### config.mk
export PLATFORM = sky130hd
export DESIGN_NAME = tfs_sensor
export DESIGN_NICKNAME = d
export VERILOG_FILES = /design/src/logic/tfs_pkg.sv /design/src/logic/tfs_sensor.sv /design/src/logic/tfs_edge_counter.sv
export SDC_FILE = /design/constraint.sdc
export NUM_CORES = 1
export LEC_CHECK = 0
export BUFFER_PORTS_ARGS = -buffer_cell sky130_fd_sc_hd__buf_4
export CAP_MARGIN = 20
export CORE_MARGIN = 3
export CORE_UTILIZATION = 52
export CTS_BUF_LIST = sky130_fd_sc_hd__clkbuf_4
export DETAILED_ROUTE_END_ITERATION = 10
export PLACE_DENSITY_LB_ADDON = 0.08
export SLEW_MARGIN = 15
export SYNTH_ARGS = -nofsm -noshare
export SYNTH_HDL_FRONTEND = slang
export SYNTH_SLANG_ARGS = --single-unit
### constraint.sdc
create_clock -name clk -period 5 [get_ports clk]
set_input_delay 1 -clock clk [delete_from_list [all_inputs] [get_ports clk]]
set_output_delay 1 -clock clk [all_outputs]
set_load 0.01 [all_outputs]
### src/logic/tfs_pkg.sv
// constants and types shared by the temperature frequency sensor
//
// Summary of operation
// measure oscillator twice: min then max
// phase length is gain reference-clock periods
// counter counts up phase one, down two
// signed count plus offset gives result
// protection spares control and flag clearing
// debugger writes bypass write protection
// software loads factory gain, offset, trims
// software rescales gain for other references
// software enables reference clock before measuring
// start command begins; ready flag on result
`default_nettype none

package tfs_pkg;

	// =====================================================================
	// widths
	localparam int TFS_RES_W = 24;
	localparam int TFS_GAIN_W = 24;
	localparam int TFS_TRIM_W = 6;

	// =====================================================================
	// clock
	localparam int TFS_CLK_PERIOD_NS = 25;

	// =====================================================================
	// values after reset
	localparam logic [TFS_GAIN_W-1:0] TFS_GAIN_RST = 24'h000000;
	localparam logic [TFS_RES_W-1:0] TFS_OFFSET_RST = 24'h000000;
	localparam logic [TFS_RES_W-1:0] TFS_RESULT_RST = 24'h000000;
	localparam logic [TFS_TRIM_W-1:0] TFS_TRIM_RST = 6'h00;

	// =====================================================================
	// measurement sequence
	typedef enum logic [1:0] {
		TFS_IDLE = 2'b00,
		TFS_PH_MIN = 2'b01,
		TFS_PH_MAX = 2'b10,
		TFS_CORRECT = 2'b11
	} tfs_state_e;

endpackage : tfs_pkg

`default_nettype wire

### src/logic/tfs_sensor.sv
// temperature frequency sensor: two-phase oscillator measurement
`default_nettype none
`timescale 1ns/10ps

module tfs_sensor
	import tfs_pkg::*;
#(
	parameter int GAIN_W = TFS_GAIN_W,
	parameter int RES_W = TFS_RES_W,
	parameter int TRIM_W = TFS_TRIM_W
)
(
	input wire logic clk,
	input wire logic rst_n,
	// second control register: start command, never protected
	input wire logic start,
	// interrupt flag register: ready clear, never protected
	input wire logic ready_clear,
	// calibration register writes
	input wire logic gain_wr,
	input wire logic [GAIN_W-1:0] gain_wdata,
	input wire logic offset_wr,
	input wire logic [RES_W-1:0] offset_wdata,
	input wire logic cal_wr,
	input wire logic [TRIM_W-1:0] frequency_trim_wdata,
	input wire logic [TRIM_W-1:0] temperature_trim_wdata,
	// access protection
	input wire logic write_protect,
	input wire logic debug_access,
	// thermal oscillator
	input wire logic thermal_osc_in,
	output logic thermal_osc_enable,
	output logic thermal_osc_max_cfg,
	output logic [TRIM_W-1:0] frequency_trim,
	output logic [TRIM_W-1:0] temperature_trim,
	// status and readback
	output logic [GAIN_W-1:0] gain_value,
	output logic [RES_W-1:0] offset_value,
	output logic [RES_W-1:0] result,
	output logic result_ready,
	output logic busy,
	output logic write_refused
);

	// =====================================================================
	// parameter check
	if (GAIN_W < 1 || RES_W < 2 || TRIM_W < 1)
	begin : g_chk
		$error("unsupported width parameters");
	end

	// =====================================================================
	// calibration registers
	logic [GAIN_W-1:0] gain_q;
	logic [GAIN_W-1:0] gain_d;
	logic [RES_W-1:0] offset_q;
	logic [RES_W-1:0] offset_d;
	logic [TRIM_W-1:0] ftrim_q;
	logic [TRIM_W-1:0] ftrim_d;
	logic [TRIM_W-1:0] ttrim_q;
	logic [TRIM_W-1:0] ttrim_d;
	logic refused_q;
	logic refused_d;
	logic wr_allowed;
	logic any_cal_wr;

	always_comb
	begin
		// debugger accesses ignore protection
		wr_allowed = !write_protect || debug_access;
		any_cal_wr = gain_wr || offset_wr || cal_wr;
		gain_d = gain_q;
		offset_d = offset_q;
		ftrim_d = ftrim_q;
		ttrim_d = ttrim_q;
		refused_d = any_cal_wr && !wr_allowed;
		if (wr_allowed)
		begin
			if (gain_wr)
			begin
				gain_d = gain_wdata;
			end
			if (offset_wr)
			begin
				offset_d = offset_wdata;
			end
			if (cal_wr)
			begin
				ftrim_d = frequency_trim_wdata;
				ttrim_d = temperature_trim_wdata;
			end
		end
	end

	always_ff @(posedge clk or negedge rst_n)
	begin
		if (!rst_n)
		begin
			gain_q <= GAIN_W'(TFS_GAIN_RST);
			offset_q <= RES_W'(TFS_OFFSET_RST);
			ftrim_q <= TRIM_W'(TFS_TRIM_RST);
			ttrim_q <= TRIM_W'(TFS_TRIM_RST);
			refused_q <= 1'b0;
		end
		else
		begin
			gain_q <= gain_d;
			offset_q <= offset_d;
			ftrim_q <= ftrim_d;
			ttrim_q <= ttrim_d;
			refused_q <= refused_d;
		end
	end

	// =====================================================================
	// measurement sequencer
	tfs_state_e state_q;
	tfs_state_e state_d;
	logic [GAIN_W-1:0] timer_q;
	logic [GAIN_W-1:0] timer_d;
	logic [RES_W-1:0] result_q;
	logic [RES_W-1:0] result_d;
	logic ready_q;
	logic ready_d;
	logic cnt_clear;
	logic signed [RES_W-1:0] cnt_value;
	logic last_cycle;

	always_comb
	begin
		state_d = state_q;
		timer_d = timer_q;
		result_d = result_q;
		cnt_clear = 1'b0;
		// a zero gain still gives each phase one cycle
		last_cycle = (timer_q <= GAIN_W'(1));
		// set wins over clear
		ready_d = ready_q;
		if (ready_clear)
		begin
			ready_d = 1'b0;
		end
		unique case (state_q)
			TFS_IDLE:
			begin
				if (start)
				begin
					cnt_clear = 1'b1;
					timer_d = gain_q;
					state_d = TFS_PH_MIN;
				end
			end
			TFS_PH_MIN:
			begin
				if (last_cycle)
				begin
					timer_d = gain_q;
					state_d = TFS_PH_MAX;
				end
				else
				begin
					timer_d = timer_q - GAIN_W'(1);
				end
			end
			TFS_PH_MAX:
			begin
				if (last_cycle)
				begin
					state_d = TFS_CORRECT;
				end
				else
				begin
					timer_d = timer_q - GAIN_W'(1);
				end
			end
			TFS_CORRECT:
			begin
				result_d = RES_W'($signed(offset_q) + cnt_value);
				ready_d = 1'b1;
				state_d = TFS_IDLE;
			end
		endcase
	end

	always_ff @(posedge clk or negedge rst_n)
	begin
		if (!rst_n)
		begin
			state_q <= TFS_IDLE;
			timer_q <= '0;
			result_q <= RES_W'(TFS_RESULT_RST);
			ready_q <= 1'b0;
		end
		else
		begin
			state_q <= state_d;
			timer_q <= timer_d;
			result_q <= result_d;
			ready_q <= ready_d;
		end
	end

	// =====================================================================
	// oscillator edge counter
	tfs_edge_counter #(
		.CNT_W(RES_W)
	) u_counter (
		.clk(clk),
		.rst_n(rst_n),
		.clear(cnt_clear),
		.enable(state_q == TFS_PH_MIN || state_q == TFS_PH_MAX),
		.count_down(state_q == TFS_PH_MAX),
		.osc_in(thermal_osc_in),
		.count(cnt_value)
	);

	// =====================================================================
	// outputs
	assign thermal_osc_enable = (state_q == TFS_PH_MIN) || (state_q == TFS_PH_MAX);
	assign thermal_osc_max_cfg = (state_q == TFS_PH_MAX);
	assign frequency_trim = ftrim_q;
	assign temperature_trim = ttrim_q;
	assign gain_value = gain_q;
	assign offset_value = offset_q;
	assign result = result_q;
	assign result_ready = ready_q;
	assign busy = (state_q != TFS_IDLE);
	assign write_refused = refused_q;

endmodule // tfs_sensor

`default_nettype wire

### src/logic/tfs_edge_counter.sv
// up/down counter of thermal oscillator rising edges
`default_nettype none
`timescale 1ns/10ps

module tfs_edge_counter
	import tfs_pkg::*;
#(
	parameter int CNT_W = TFS_RES_W
)
(
	input wire logic clk,
	input wire logic rst_n,
	input wire logic clear,
	input wire logic enable,
	input wire logic count_down,
	input wire logic osc_in,
	output logic signed [CNT_W-1:0] count
);

	// =====================================================================
	// parameter check
	if (CNT_W < 2)
	begin : g_chk
		$error("counter width must be at least two");
	end

	logic osc_q;
	logic osc_d;
	logic signed [CNT_W-1:0] cnt_q;
	logic signed [CNT_W-1:0] cnt_d;
	logic rise;

	// =====================================================================
	// edge detection and counting
	always_comb
	begin
		osc_d = osc_in;
		rise = osc_in & ~osc_q;
		cnt_d = cnt_q;
		if (clear)
		begin
			cnt_d = '0;
		end
		else if (enable && rise)
		begin
			if (count_down)
			begin
				cnt_d = cnt_q - CNT_W'(1);
			end
			else
			begin
				cnt_d = cnt_q + CNT_W'(1);
			end
		end
	end

	always_ff @(posedge clk or negedge rst_n)
	begin
		if (!rst_n)
		begin
			osc_q <= 1'b0;
			cnt_q <= '0;
		end
		else
		begin
			osc_q <= osc_d;
			cnt_q <= cnt_d;
		end
	end

	assign count = cnt_q;

endmodule // tfs_edge_counter

`default_nettype wire

Yosys cells after proc, flatten, opt, wreduce, memory -nomap -nowiden
Cells that the tools add are included.

Word-level logic and storage cells: 58. Flip-flop bits (word level): 137.

Bitwise operators: 2. Reduce and logical (&&, ||, !) cells: 18. Add/sub/neg operators: 4. Equal/unequal tests: 7. $lt $le $gt $ge: 1. Mux-type cells: 15.

Operators with widths (count): 24-bit 2-to-1 mux (6); 24-bit one-hot mux with 3 select lines (1); 24-bit by 2-bit adder with 24-bit output (second input constant) (1); 24-bit adder (1); 24-bit by 1-bit <= comparator with 1-bit output (second input constant) (1); 24-bit by 1-bit subtractor with 24-bit output (second input constant) (1); 24-bit by 2-bit subtractor with 24-bit output (second input constant) (1); 2-bit one-hot mux with 4 select lines (1); 2-bit 2-to-1 mux (3); 2-bit != test (second input constant) (3); 2-bit AND reduction (3); 3-bit AND reduction (2); 2-bit nonzero test (3); 2-bit equality test (second input constant) (2); 1-bit logical OR (4); 1-bit 2-to-1 mux (4); 3-bit nonzero test (1); 2-bit by 1-bit equality test with 1-bit output (second input constant) (1); 1-bit logical AND (2); 1-bit zero test (2); 2-bit zero test (1); 2-bit by 1-bit != test with 1-bit output (second input constant) (1); 1-bit AND (1); 1-bit inverter (1).

Depth between registers and ports, before layout
Gate-level depths: netlist of the first run.

Word-level depth: 5. Mapped depth: 16. Gate-level depth less buffers: 11.

Hierarchy
From an unflattened synthesis of the first run, not the netlist that was laid out.

Cell total of the unflattened synthesis: 834. Area total of the unflattened synthesis: 8393.0 um^2.

Modules (own cells, without submodules): tfs_sensor (area an instance 6247.2 um^2, instances 1, cells each 593, seq. area each 2802.7 um^2); tfs_edge_counter (area an instance 2145.8 um^2, instances 1, cells each 241, seq. area each 625.6 um^2).

Worst setup path before layout of the first run
OpenSTA, ideal clock, no wires.

Path type: register to register. Start point: register state_q[0]. End point: register u_counter.cnt_q[16] (netlist: u_counter.count[16]). Arrival time: 3.942 ns. Buffers on the path: 5. Cell stages (with the launch flop): 17. Slack: 0.980 ns. Required time: 4.922 ns. Clock period less this slack: 4.020 ns. Cell sequence: dfrtp_1 > inv_1 > ha_1 > buf_2 > buf_2 > buf_2 > buf_1 > buf_2 > xor2_1 > ha_1 > and3b_1 > o21ai_1 > a221oi_1 > o21a_1 > o31a_1 > or4_1 > a21oi_1.

Word-level cells in the longest chain between the ends: 4. Elaborated cells between the ends (all ways): 10.

RTL lines: from (decl) (RTL line tfs_sensor.sv:117) `tfs_state_e state_q;`; from (signal assigned) (RTL line tfs_sensor.sv:196) `state_q <= state_d;`; 2-bit equality test *; named net thermal_osc_max_cfg (RTL line tfs_sensor.sv:33) `output logic thermal_osc_max_cfg,`; 24-bit 2-to-1 mux / 1-bit logical OR (equally long branches) (RTL line tfs_edge_counter.sv:46, tfs_sensor.sv:211); 24-bit 2-to-1 mux / 1-bit logical AND (equally long branches) (RTL line tfs_edge_counter.sv:44) `else if (enable && rise)`; 24-bit 2-to-1 mux / 2-bit nonzero test (equally long branches); to (signal assigned) (RTL line tfs_edge_counter.sv:67) `cnt_q <= cnt_d;`; to (decl) (RTL line tfs_edge_counter.sv:29) `logic signed [CNT_W-1:0] cnt_q;`.

The timed path passes the listed nets; every way through them passes the cells marked *. The select of a mux whose other input is x is not followed. A chain may end at the register's enable or synchronous reset.

Worst setup path after layout of the first run
Start point: register state_q[0]. End point: register u_counter.cnt_q[16] (netlist: u_counter.count[16]).

Word-level cells in the longest chain between the ends: 4. Elaborated cells between the ends (all ways): 10.

RTL lines (RTL line): 2-bit equality test / 2-bit by 1-bit equality test with 1-bit output (equally long branches) (tfs_sensor.sv:211, tfs_sensor.sv:212); 24-bit 2-to-1 mux / 1-bit logical OR (equally long branches) (tfs_edge_counter.sv:46, tfs_sensor.sv:211); 24-bit 2-to-1 mux / 1-bit logical AND (equally long branches) (tfs_edge_counter.sv:44); 24-bit 2-to-1 mux / 2-bit nonzero test (equally long branches).

Several ways; a longest one is shown, not always the timed one. The select of a mux whose other input is x is not followed.

==> flow_summary.ini, run 1 <==
[status]
outcome = complete, no violations

[yosys]
synth_flop_cell = dfrtp_1
synth.distinct_cells = 71
syn_area_per_cell_um2 = 9.29
muxShareOfSynthArea_pct = 10.8
synth_compound_area_share_pct = 21.6
yosys.area_share.simple_pct = 16.9
ys.warnings.count = 0
synth_nets = 1044
synth_edf_count = 0
yosysSeqAreaShare_pct = 39.3
syn-cell-area_um2 = 8730
synthArstFlopShare_pct = 100
ys_seq_elements = 137
synth_adder_area_share_pct = 4.96
synth_top_family_by_area = compound AO/OA/AOI/OAI gates
synthXorXnorAreaFrac_pct = 2.51
synthCells = 940

[placed_design]
io_buffers = 158
dpl.hpwl_um = 16200
gp_congestion = 0.867

[finish]
final_cell_mix = 164 x buf_4, 137 x dfrtp_1, 78 x nor2_1, 76 x a21oi_1, 75 x mux2_2
syn_to_final_growth_pct = 17.9
drive_gt1_share_pct = 26.5
fin_util_pct = 63.6
final_net_count = 1168
mostFrequentLayoutCell = buf_4

[die]
ios = 159
initial_core_util_pct = 54.0
die_height_um = 136
dieArea_um2 = 18400
core-area_um2 = 16200
die_width_um = 136
num_rows = 46

[global_route]
grt_pass1_wl_um = 37100
grt_start_max_net_pins = 81
grtUsageMet1_pct = 31.1
grt_usage_pct = 24.7
antenna_found_initial = 1
grt-busiest-layer = met2
met2_usage_pct = 43.1
grt_remaining_overflow = 0
grt_pass1_vias = 7621
met3_usage_pct = 4.23

[critical_path]
crit_chain = inv_1 -> ha_2 -> xor2_1 -> ha_1 -> and3b_1 -> o21ai_1 -> a221oi_1 -> o21a_1 -> o31a_1 -> or4_1 -> a21oi_1
path_delay_family = compound AO/OA/AOI/OAI gates
cp-end-kind = flip-flop
cpPeakStageDelay_ns = 0.63
start_kind = flip-flop
worst-setup-path-type = reg2reg
crit_slowest_cell = ha_2
crit_arrival_ns = 4.05
worstPathRequired_ns = 5.46
path_max_fanout = 38
critPathBufInv = 1

[drt]
drtPass1Iterations = 5
drc = 0
via_per_inst = 6.04
route.vias.total = 7811
routedWlPerCell_um = 17.4
wl_um = 22500
drt_iter0_markers = 402
ant_nets = 0

[timing]
slew_headroom_pct = 22.5
min_period_over_period_pct = 71.6
skew_ns = 0.0270
setup_violations = 0
final.setup.tns_ns = 0
drv_slew = 0
hold_viol = 0
fmax_mhz = 279
finalCriticalPeriod_ns = 3.58
worstMarginPinSlew_ns = 1.13
rsz0062_at_grt = no

[power_and_ir_drop]
p_leak_uw = 0.00463
p_sw_share_pct = 46.1
p_comb_share_pct = 53.9
power_switching_uw = 2590
ir_worst_vdd_v = 0.000291
p_int_uw = 3030
finalPower_uw = 5620
p_per_area_nw_per_um2 = 546
clock_power_share_pct = 13.8
seq_power_share_pct = 32.4

[clocking]
cts_buffer_depth = 2
postCtsHoldBufs = 0
cts-root-buf = clkbuf_4
cts_setup_buffers = 0
h-tree-depth = 4
clk_pin_slew_ns = 0.14
cts_sinks = 137
clock_latency_ns = 0.56
post_cts_resized = 0
cts_tree = built
numCtsBuffers = 17

[worst_hold_path]
worstHoldPathType = in2async

[job]
drv_cap = 0
logic make-up after synthesis:
family	count (synthesis)
adders and majority gates	34
buffers and inverters	84
muxes	85
DFF	137
and+or+nand+nor	287
xor gates and xnor gates	25
AOI/OAI and AO/OA	288
final cells by class:
class	count	area (µm²)
Fill cell	1380	5880
Multi-Input combinational cell	719	4970
Sequential cell	137	3430
Timing Repair Buffer	165	1240
Tap cell	216	270
Clock inverter	15	164
Clock buffer	17	128
Inverter	24	90.1
Antenna cell	1	2.50
Yosys cell counts, types with 6 or more instances:
cell / count / area [µm²]
o211ai_1: 6 / 45.0
or3_1: 11 / 68.8
a211oi_1: 7 / 52.6
nand3_1: 19 / 95.1
a221o_1: 7 / 70.1
a22oi_1: 6 / 45.0
dfrtp_1: 137 / 3430
nor4_1: 6 / 37.5
xor2_1: 7 / 61.3
a31oi_1: 10 / 62.6
nor3_1: 32 / 160
nor2b_1: 6 / 37.5
nor2_1: 78 / 293
nand2_1: 62 / 233
o31ai_1: 10 / 75.1
a211o_1: 6 / 52.6
nand2b_1: 16 / 100
mux2i_1: 10 / 100
a32oi_1: 13 / 114
clkbuf_1: 44 / 165
and3_1: 11 / 68.8
buf_2: 11 / 55.1
nand4_1: 9 / 56.3
o21ai_0: 72 / 360
mux2_2: 75 / 845
ha_1: 33 / 413
a21o_1: 22 / 165
inv_1: 24 / 90.1
xnor2_1: 18 / 158
a21oi_1: 76 / 380
o21a_1: 7 / 52.6
o31a_1: 6 / 52.6
per-stage QoR:
stage	instance area (µm²)	setup WS, ns	instances	hold slack [ns]
2_1_floorplan	8730	0.980	940	0.471
3_3_place_gp	10000	1.61	1261	0.466
3_5_place_dp	10000	1.50	1261	0.474
4_1_cts	10300	1.45	1293	0.453
5_1_grt	10300	1.16	1294	0.483
6_report	10300	1.42	1294	0.454
power by group through the flow:
| stage | clock network [µW] | registers [µW] | logic [µW] |
|---|---|---|---|
| floorplan | 0 | 1730 | 2220 |
| global placement | 0 | 1830 | 2970 |
| detailed placement | 0 | 1840 | 3020 |
| CTS | 792 | 1810 | 3030 |
| global route | 843 | 1870 | 3370 |
| finish | 773 | 1820 | 3030 |
path summary, 6_finish.rpt:
| check | startpoint | slack (ns) | depth (start not counted) | endpoint |
|---|---|---|---|---|
| min reg2reg | result[15] | 0.50 | 1 | result[15] |
| max reg2reg | state_q[0] | 1.42 | 11 | u_counter.count[16] |
| min in group clk | result[15] | 0.50 | 1 | result[15] |
| min | rst_n | 0.45 | 1 | result_ready |
| max in group asynchronous | rst_n | 3.64 | 2 | timer_q[23] |
| max | state_q[0] | 1.42 | 11 | u_counter.count[16] |
state kept, by name, indices dropped and copies added, names as in the netlist, 2 cells and up:
register / flops
gain_value: 24
offset_value: 24
state_q: 2
u_counter.count: 24
frequency_trim: 6
temperature_trim: 6
timer_q: 24
result: 24
metal layers:
layer,up-vias,routed length (µm)
li1,3753,-
met1,3760,9680
met2,257,11200
met3,41,1140
met4,0,468
met5,-,0
Power figures use the tool's default switching activity.
==> run 2, diff against run 1 <==
- clock period: 5 -> 3.6 ns (I/O delays scaled with it)
==> run 2 against run 1 <==
Against the previous run: global-route usage up 0.80 points; non-clock buffer count increased by 10; clock-buffer cell count grew 1; power grew 40%; register-to-register slack lost 0.98 ns; critical path depth shrank 1; highest routed layer unchanged.
==> flow_summary.ini, run 2 (synthesis gave the netlist of run 1 again) <==
[critical_path]
worstPathRequired_ns = 4.07
cpPeakStageDelay_ns = 0.43
critPathMostFrequentCell = o21ai_0
critPathBufInv = 2
crit_arrival_ns = 3.63
worst-setup-path-type = reg2reg
crit_slowest_cell = buf_4
start_kind = flip-flop
path_delay_family = compound AO/OA/AOI/OAI gates
path_max_fanout = 45
cp-end-kind = flip-flop
crit_chain = inv_1 -> ha_4 -> buf_4 -> and4b_1 -> o21ai_0 -> nor2_1 -> a311oi_1 -> o21ai_0 -> mux2_2 -> a211oi_1

[clocking]
numCtsBuffers = 17
cts_tree = built
h-tree-depth = 4
cts_buffer_depth = 2
cts_sinks = 137
cts-root-buf = clkbuf_4
post_cts_resized = 0
clk_pin_slew_ns = 0.15
postCtsHoldBufs = 0
clock_latency_ns = 0.56
cts_setup_buffers = 0

[timing]
skew_ns = 0.0362
slew_headroom_pct = 33.4
worstMarginPinSlew_ns = 0.997
hold_viol = 0
min_period_over_period_pct = 87.8
setup_violations = 0
setup_slack_ns = 0.438
fmax_mhz = 316
rsz0062_at_grt = no
finalCriticalPeriod_ns = 3.16
drv_slew = 0

[finish]
fillCellCount = 1434
final_net_count = 1178
fin_util_pct = 64.2
fin_cells = 1304
syn_to_final_growth_pct = 19.0
mostFrequentLayoutCell = buf_4
final_cell_mix = 173 x buf_4, 137 x dfrtp_1, 78 x nor2_1, 76 x a21oi_1, 75 x mux2_2
drive_gt1_share_pct = 27.2

[power_and_ir_drop]
ir_worst_vdd_v = 0.000399
p_leak_uw = 0.00467
p_per_area_nw_per_um2 = 758

[drt]
drt_iter0_markers = 426
drtPass1Iterations = 5
routedWlPerCell_um = 17.7
via_per_inst = 5.99
drc = 0
route.vias.total = 7812
wl_um = 23100
ant_nets = 0

[global_route]
grt_pass1_vias = 7473
grt_remaining_overflow = 0
grt_usage_pct = 25.5
grt_start_max_net_pins = 61
antenna_found_initial = 1
grt_pass1_wl_um = 37900

[die]
ios = 159
die_width_um = 136
core-area_um2 = 16200
die_height_um = 136
dieArea_um2 = 18400
num_rows = 46
initial_core_util_pct = 54.0

[job]
drv_cap = 0

[placed_design]
io_buffers = 158
gp_congestion = 0.896
dpl.hpwl_um = 17000
place_ws_ns = 0.514
placed_cells = 1271

[status]
outcome = complete, no violations

[worst_hold_path]
worstHoldPathType = in2async
[run 2: path summary, 6_finish.rpt]
| check | slack, ns | cells after the start | startpoint | to |
|---|---|---|---|---|
| max in group asynchronous | 2.68 | 2 | rst_n | gain_value[0] |
| max reg2reg | 0.44 | 10 | state_q[0] | u_counter.count[22] |
| min in group clk | 0.27 | 1 | thermal_osc_in | u_counter.osc_q |
| min | 0.11 | 1 | rst_n | offset_value[18] |
| min reg2reg | 0.51 | 1 | result[15] | result[15] |
| max | 0.44 | 10 | state_q[0] | u_counter.count[22] |
[run 2: routing by layer]
metal | wire length (µm) | vias up | part of all wire [%] | GRT usage (%)
met5 | 0 | - | 0 | 0
met4 | 233 | 0 | 1.0 | 7.05
met3 | 1070 | 16 | 4.6 | 4.57
met2 | 11900 | 219 | 52 | 45.1
met1 | 9900 | 3806 | 43 | 32.2
li1 | - | 3771 | - | -
[run 2: area by class of cell]
cell class	instances	area, µm²	area share, %
antenna	1	2.50	0.0241
clock buffer	18	135	1.30
clock inverter	14	141	1.36
inverter	24	90.1	0.868
multi-input combinational	719	4990	48.0
sequential	137	3430	33.0
tap	216	270	2.60
timing repair buffer	175	1330	12.8
[run 2: power breakdown]
part | total (µW) | switching (µW) | internal [µW]
Combinational | 4320 | 2470 | 1850
Clock | 1010 | 640 | 368
Sequential | 2540 | 542 | 2000
Total | 7870 | 3650 | 4210
[run 2: per-stage QoR]
stage / cell area [µm²] / total power, µW / setup TNS [ns] / hold slack (ns)
2_1_floorplan: 8750 / 5510 / -0.00737 / 0.424
3_3_place_gp: 10100 / 6800 / 0 / 0.488
3_5_place_dp: 10100 / 6860 / 0 / 0.488
4_1_cts: 10400 / 7890 / 0 / 0.0980
5_1_grt: 10400 / 8510 / 0 / 0.0884
6_report: 10400 / 7870 / 0 / 0.108
==> run 3, diff against run 2 <==
- CORE_ASPECT_RATIO: unset -> 1.2
==> run 3 against run 2 <==
Against the previous run: non-clock buffer count rose by 7; maximum frequency increased by 7.7%; hold slack gained 0.032 ns; power up 0.85%; sequential cell count unchanged; critical path depth grew 1; global-route usage is 1.3 points lower; worst setup slack better by 0.23 ns; via count grew 0.91%; routed wire length decreased by 2.2%.
==> flow_summary.ini, run 3 (synthesis gave the netlist of run 1 again) <==
[status]
outcome = complete, no violations

[clocking]
clk_pin_slew_ns = 0.14
cts_tree = built
h-tree-depth = 4
postCtsHoldBufs = 0
clock_latency_ns = 0.57
post_cts_resized = 0
cts_setup_buffers = 0
cts-root-buf = clkbuf_4
cts_sinks = 137
numCtsBuffers = 17
cts_buffer_depth = 2

[finish]
final_cell_mix = 180 x buf_4, 137 x dfrtp_1, 78 x nor2_1, 76 x a21oi_1, 75 x mux2_2
fin_cells = 1307
fin_area_um2 = 10400
drive_gt1_share_pct = 27.8
syn_to_final_growth_pct = 19.6
mostFrequentLayoutCell = buf_4
multiInputGateArea_um2 = 4990
fillCellCount = 1455
ff_latch_area_um2 = 3430
final_net_count = 1185

[drt]
wl_um = 22600
route.vias.total = 7883
wl_met2_um = 11600
wl_met1_um = 9430
drc = 0
drtPass1Iterations = 7
wl_met3_um = 1160
ant_nets = 0
via_per_inst = 6.03
routedWlPerCell_um = 17.3
highest_layer = met4
drt_iter0_markers = 450

[timing]
skew_ns = 0.0246
min_period_over_period_pct = 81.6
setup_slack_ns = 0.663
fmax_mhz = 341
finalCriticalPeriod_ns = 2.94
slew_headroom_pct = 46.1
worstMarginPinSlew_ns = 0.808
hold_viol = 0
final.setup.tns_ns = 0
setup_violations = 0
drv_slew = 0
rsz0062_at_grt = no

[power_and_ir_drop]
p_int_uw = 4270
finalPower_uw = 7930
p_sw_share_pct = 46.2
power_switching_uw = 3660
p_per_area_nw_per_um2 = 760
ir_worst_vdd_v = 0.000447
p_comb_share_pct = 55.4
seq_power_share_pct = 31.8
clock_power_share_pct = 12.9
p_leak_uw = 0.00471

[die]
die_width_um = 124
num_rows = 51
core-area_um2 = 16300
ios = 159
dieArea_um2 = 18400
die_height_um = 148
initial_core_util_pct = 53.4

[global_route]
antenna_found_initial = 1
grt_pass1_wl_um = 37300
grt_start_max_net_pins = 73
grt_pass1_vias = 7596
grt_usage_pct = 24.3
grt_remaining_overflow = 0

[job]
drv_cap = 0

[critical_path]
crit_slowest_cell = dfrtp_1
cpPeakStageDelay_ns = 0.42
worst-setup-path-type = reg2reg
cp-end-kind = flip-flop
worstPathRequired_ns = 4.08
crit_arrival_ns = 3.42
start_kind = flip-flop
startpoint = state_q[0]
path_max_fanout = 5
r2r_start = state_q[0]
critPathMostFrequentCell = inv_1
crit_chain = inv_1 -> ha_4 -> xor2_1 -> ha_1 -> inv_1 -> o32a_1 -> a21oi_1 -> o211ai_1 -> o21ai_0 -> mux2_2 -> a211oi_1

[placed_design]
placed_cells = 1274
dpl.hpwl_um = 16600
io_buffers = 158
place_area_um2 = 10200
place_ws_ns = 0.704
gp_congestion = 0.879

[worst_hold_path]
worstHoldPathType = in2async
## run 3: stage by stage
stage	hold WS, ns	utilization (%)
2_1_floorplan	0.424	-
3_3_place_gp	0.467	62.1
3_5_place_dp	0.495	62.1
4_1_cts	0.136	63.9
5_1_grt	0.156	63.9
6_report	0.140	63.9
## run 3: final cells by class
cell class / count / area share, %
multi-input combinational: 719 / 47.8
timing repair buffer: 182 / 13.2
tap: 212 / 2.54
sequential: 137 / 32.8
clock inverter: 15 / 1.47
clock buffer: 17 / 1.22
antenna: 1 / 0.0240
inverter: 24 / 0.863
## run 3: path summary, 6_finish.rpt
| path | end | slack (ns) | cells past startpoint |
|---|---|---|---|
| worst max-delay path | u_counter.count[22] | 0.66 | 11 |
| worst min-delay path | result[18] | 0.14 | 1 |
| worst max register to register | u_counter.count[22] | 0.66 | 11 |
| worst min register to register | result[18] | 0.52 | 2 |
| max in group asynchronous | timer_q[22] | 2.71 | 2 |
| min in group clk | u_counter.osc_q | 0.30 | 1 |
## run 3: power groups by stage
stage	Clock [µW]	Combinational [µW]	Sequential (µW)
after floorplan	0	3100	2410
after global placement	0	4300	2530
after detailed placement	0	4370	2550
after CTS	1060	4380	2520
after global routing	1130	4860	2610
final	1020	4390	2520
## run 3: layer usage
layer,up-vias,track usage [%]
li1,3784,-
met3,39,4.05
met1,3810,30.2
met4,0,8.17
met5,-,0
met2,250,42.9
## run 3: critical path: cells and delay by family, from the launching register on
family	cells	cell delay (ns)
AO/OA/AOI/OAI	5	1.33
XOR/XNOR	1	0.14
multiplexers	1	0.36
flip-flops	1	0.42
adder cells (fa/ha/maj)	2	0.38
buffers and inverters	2	0.23
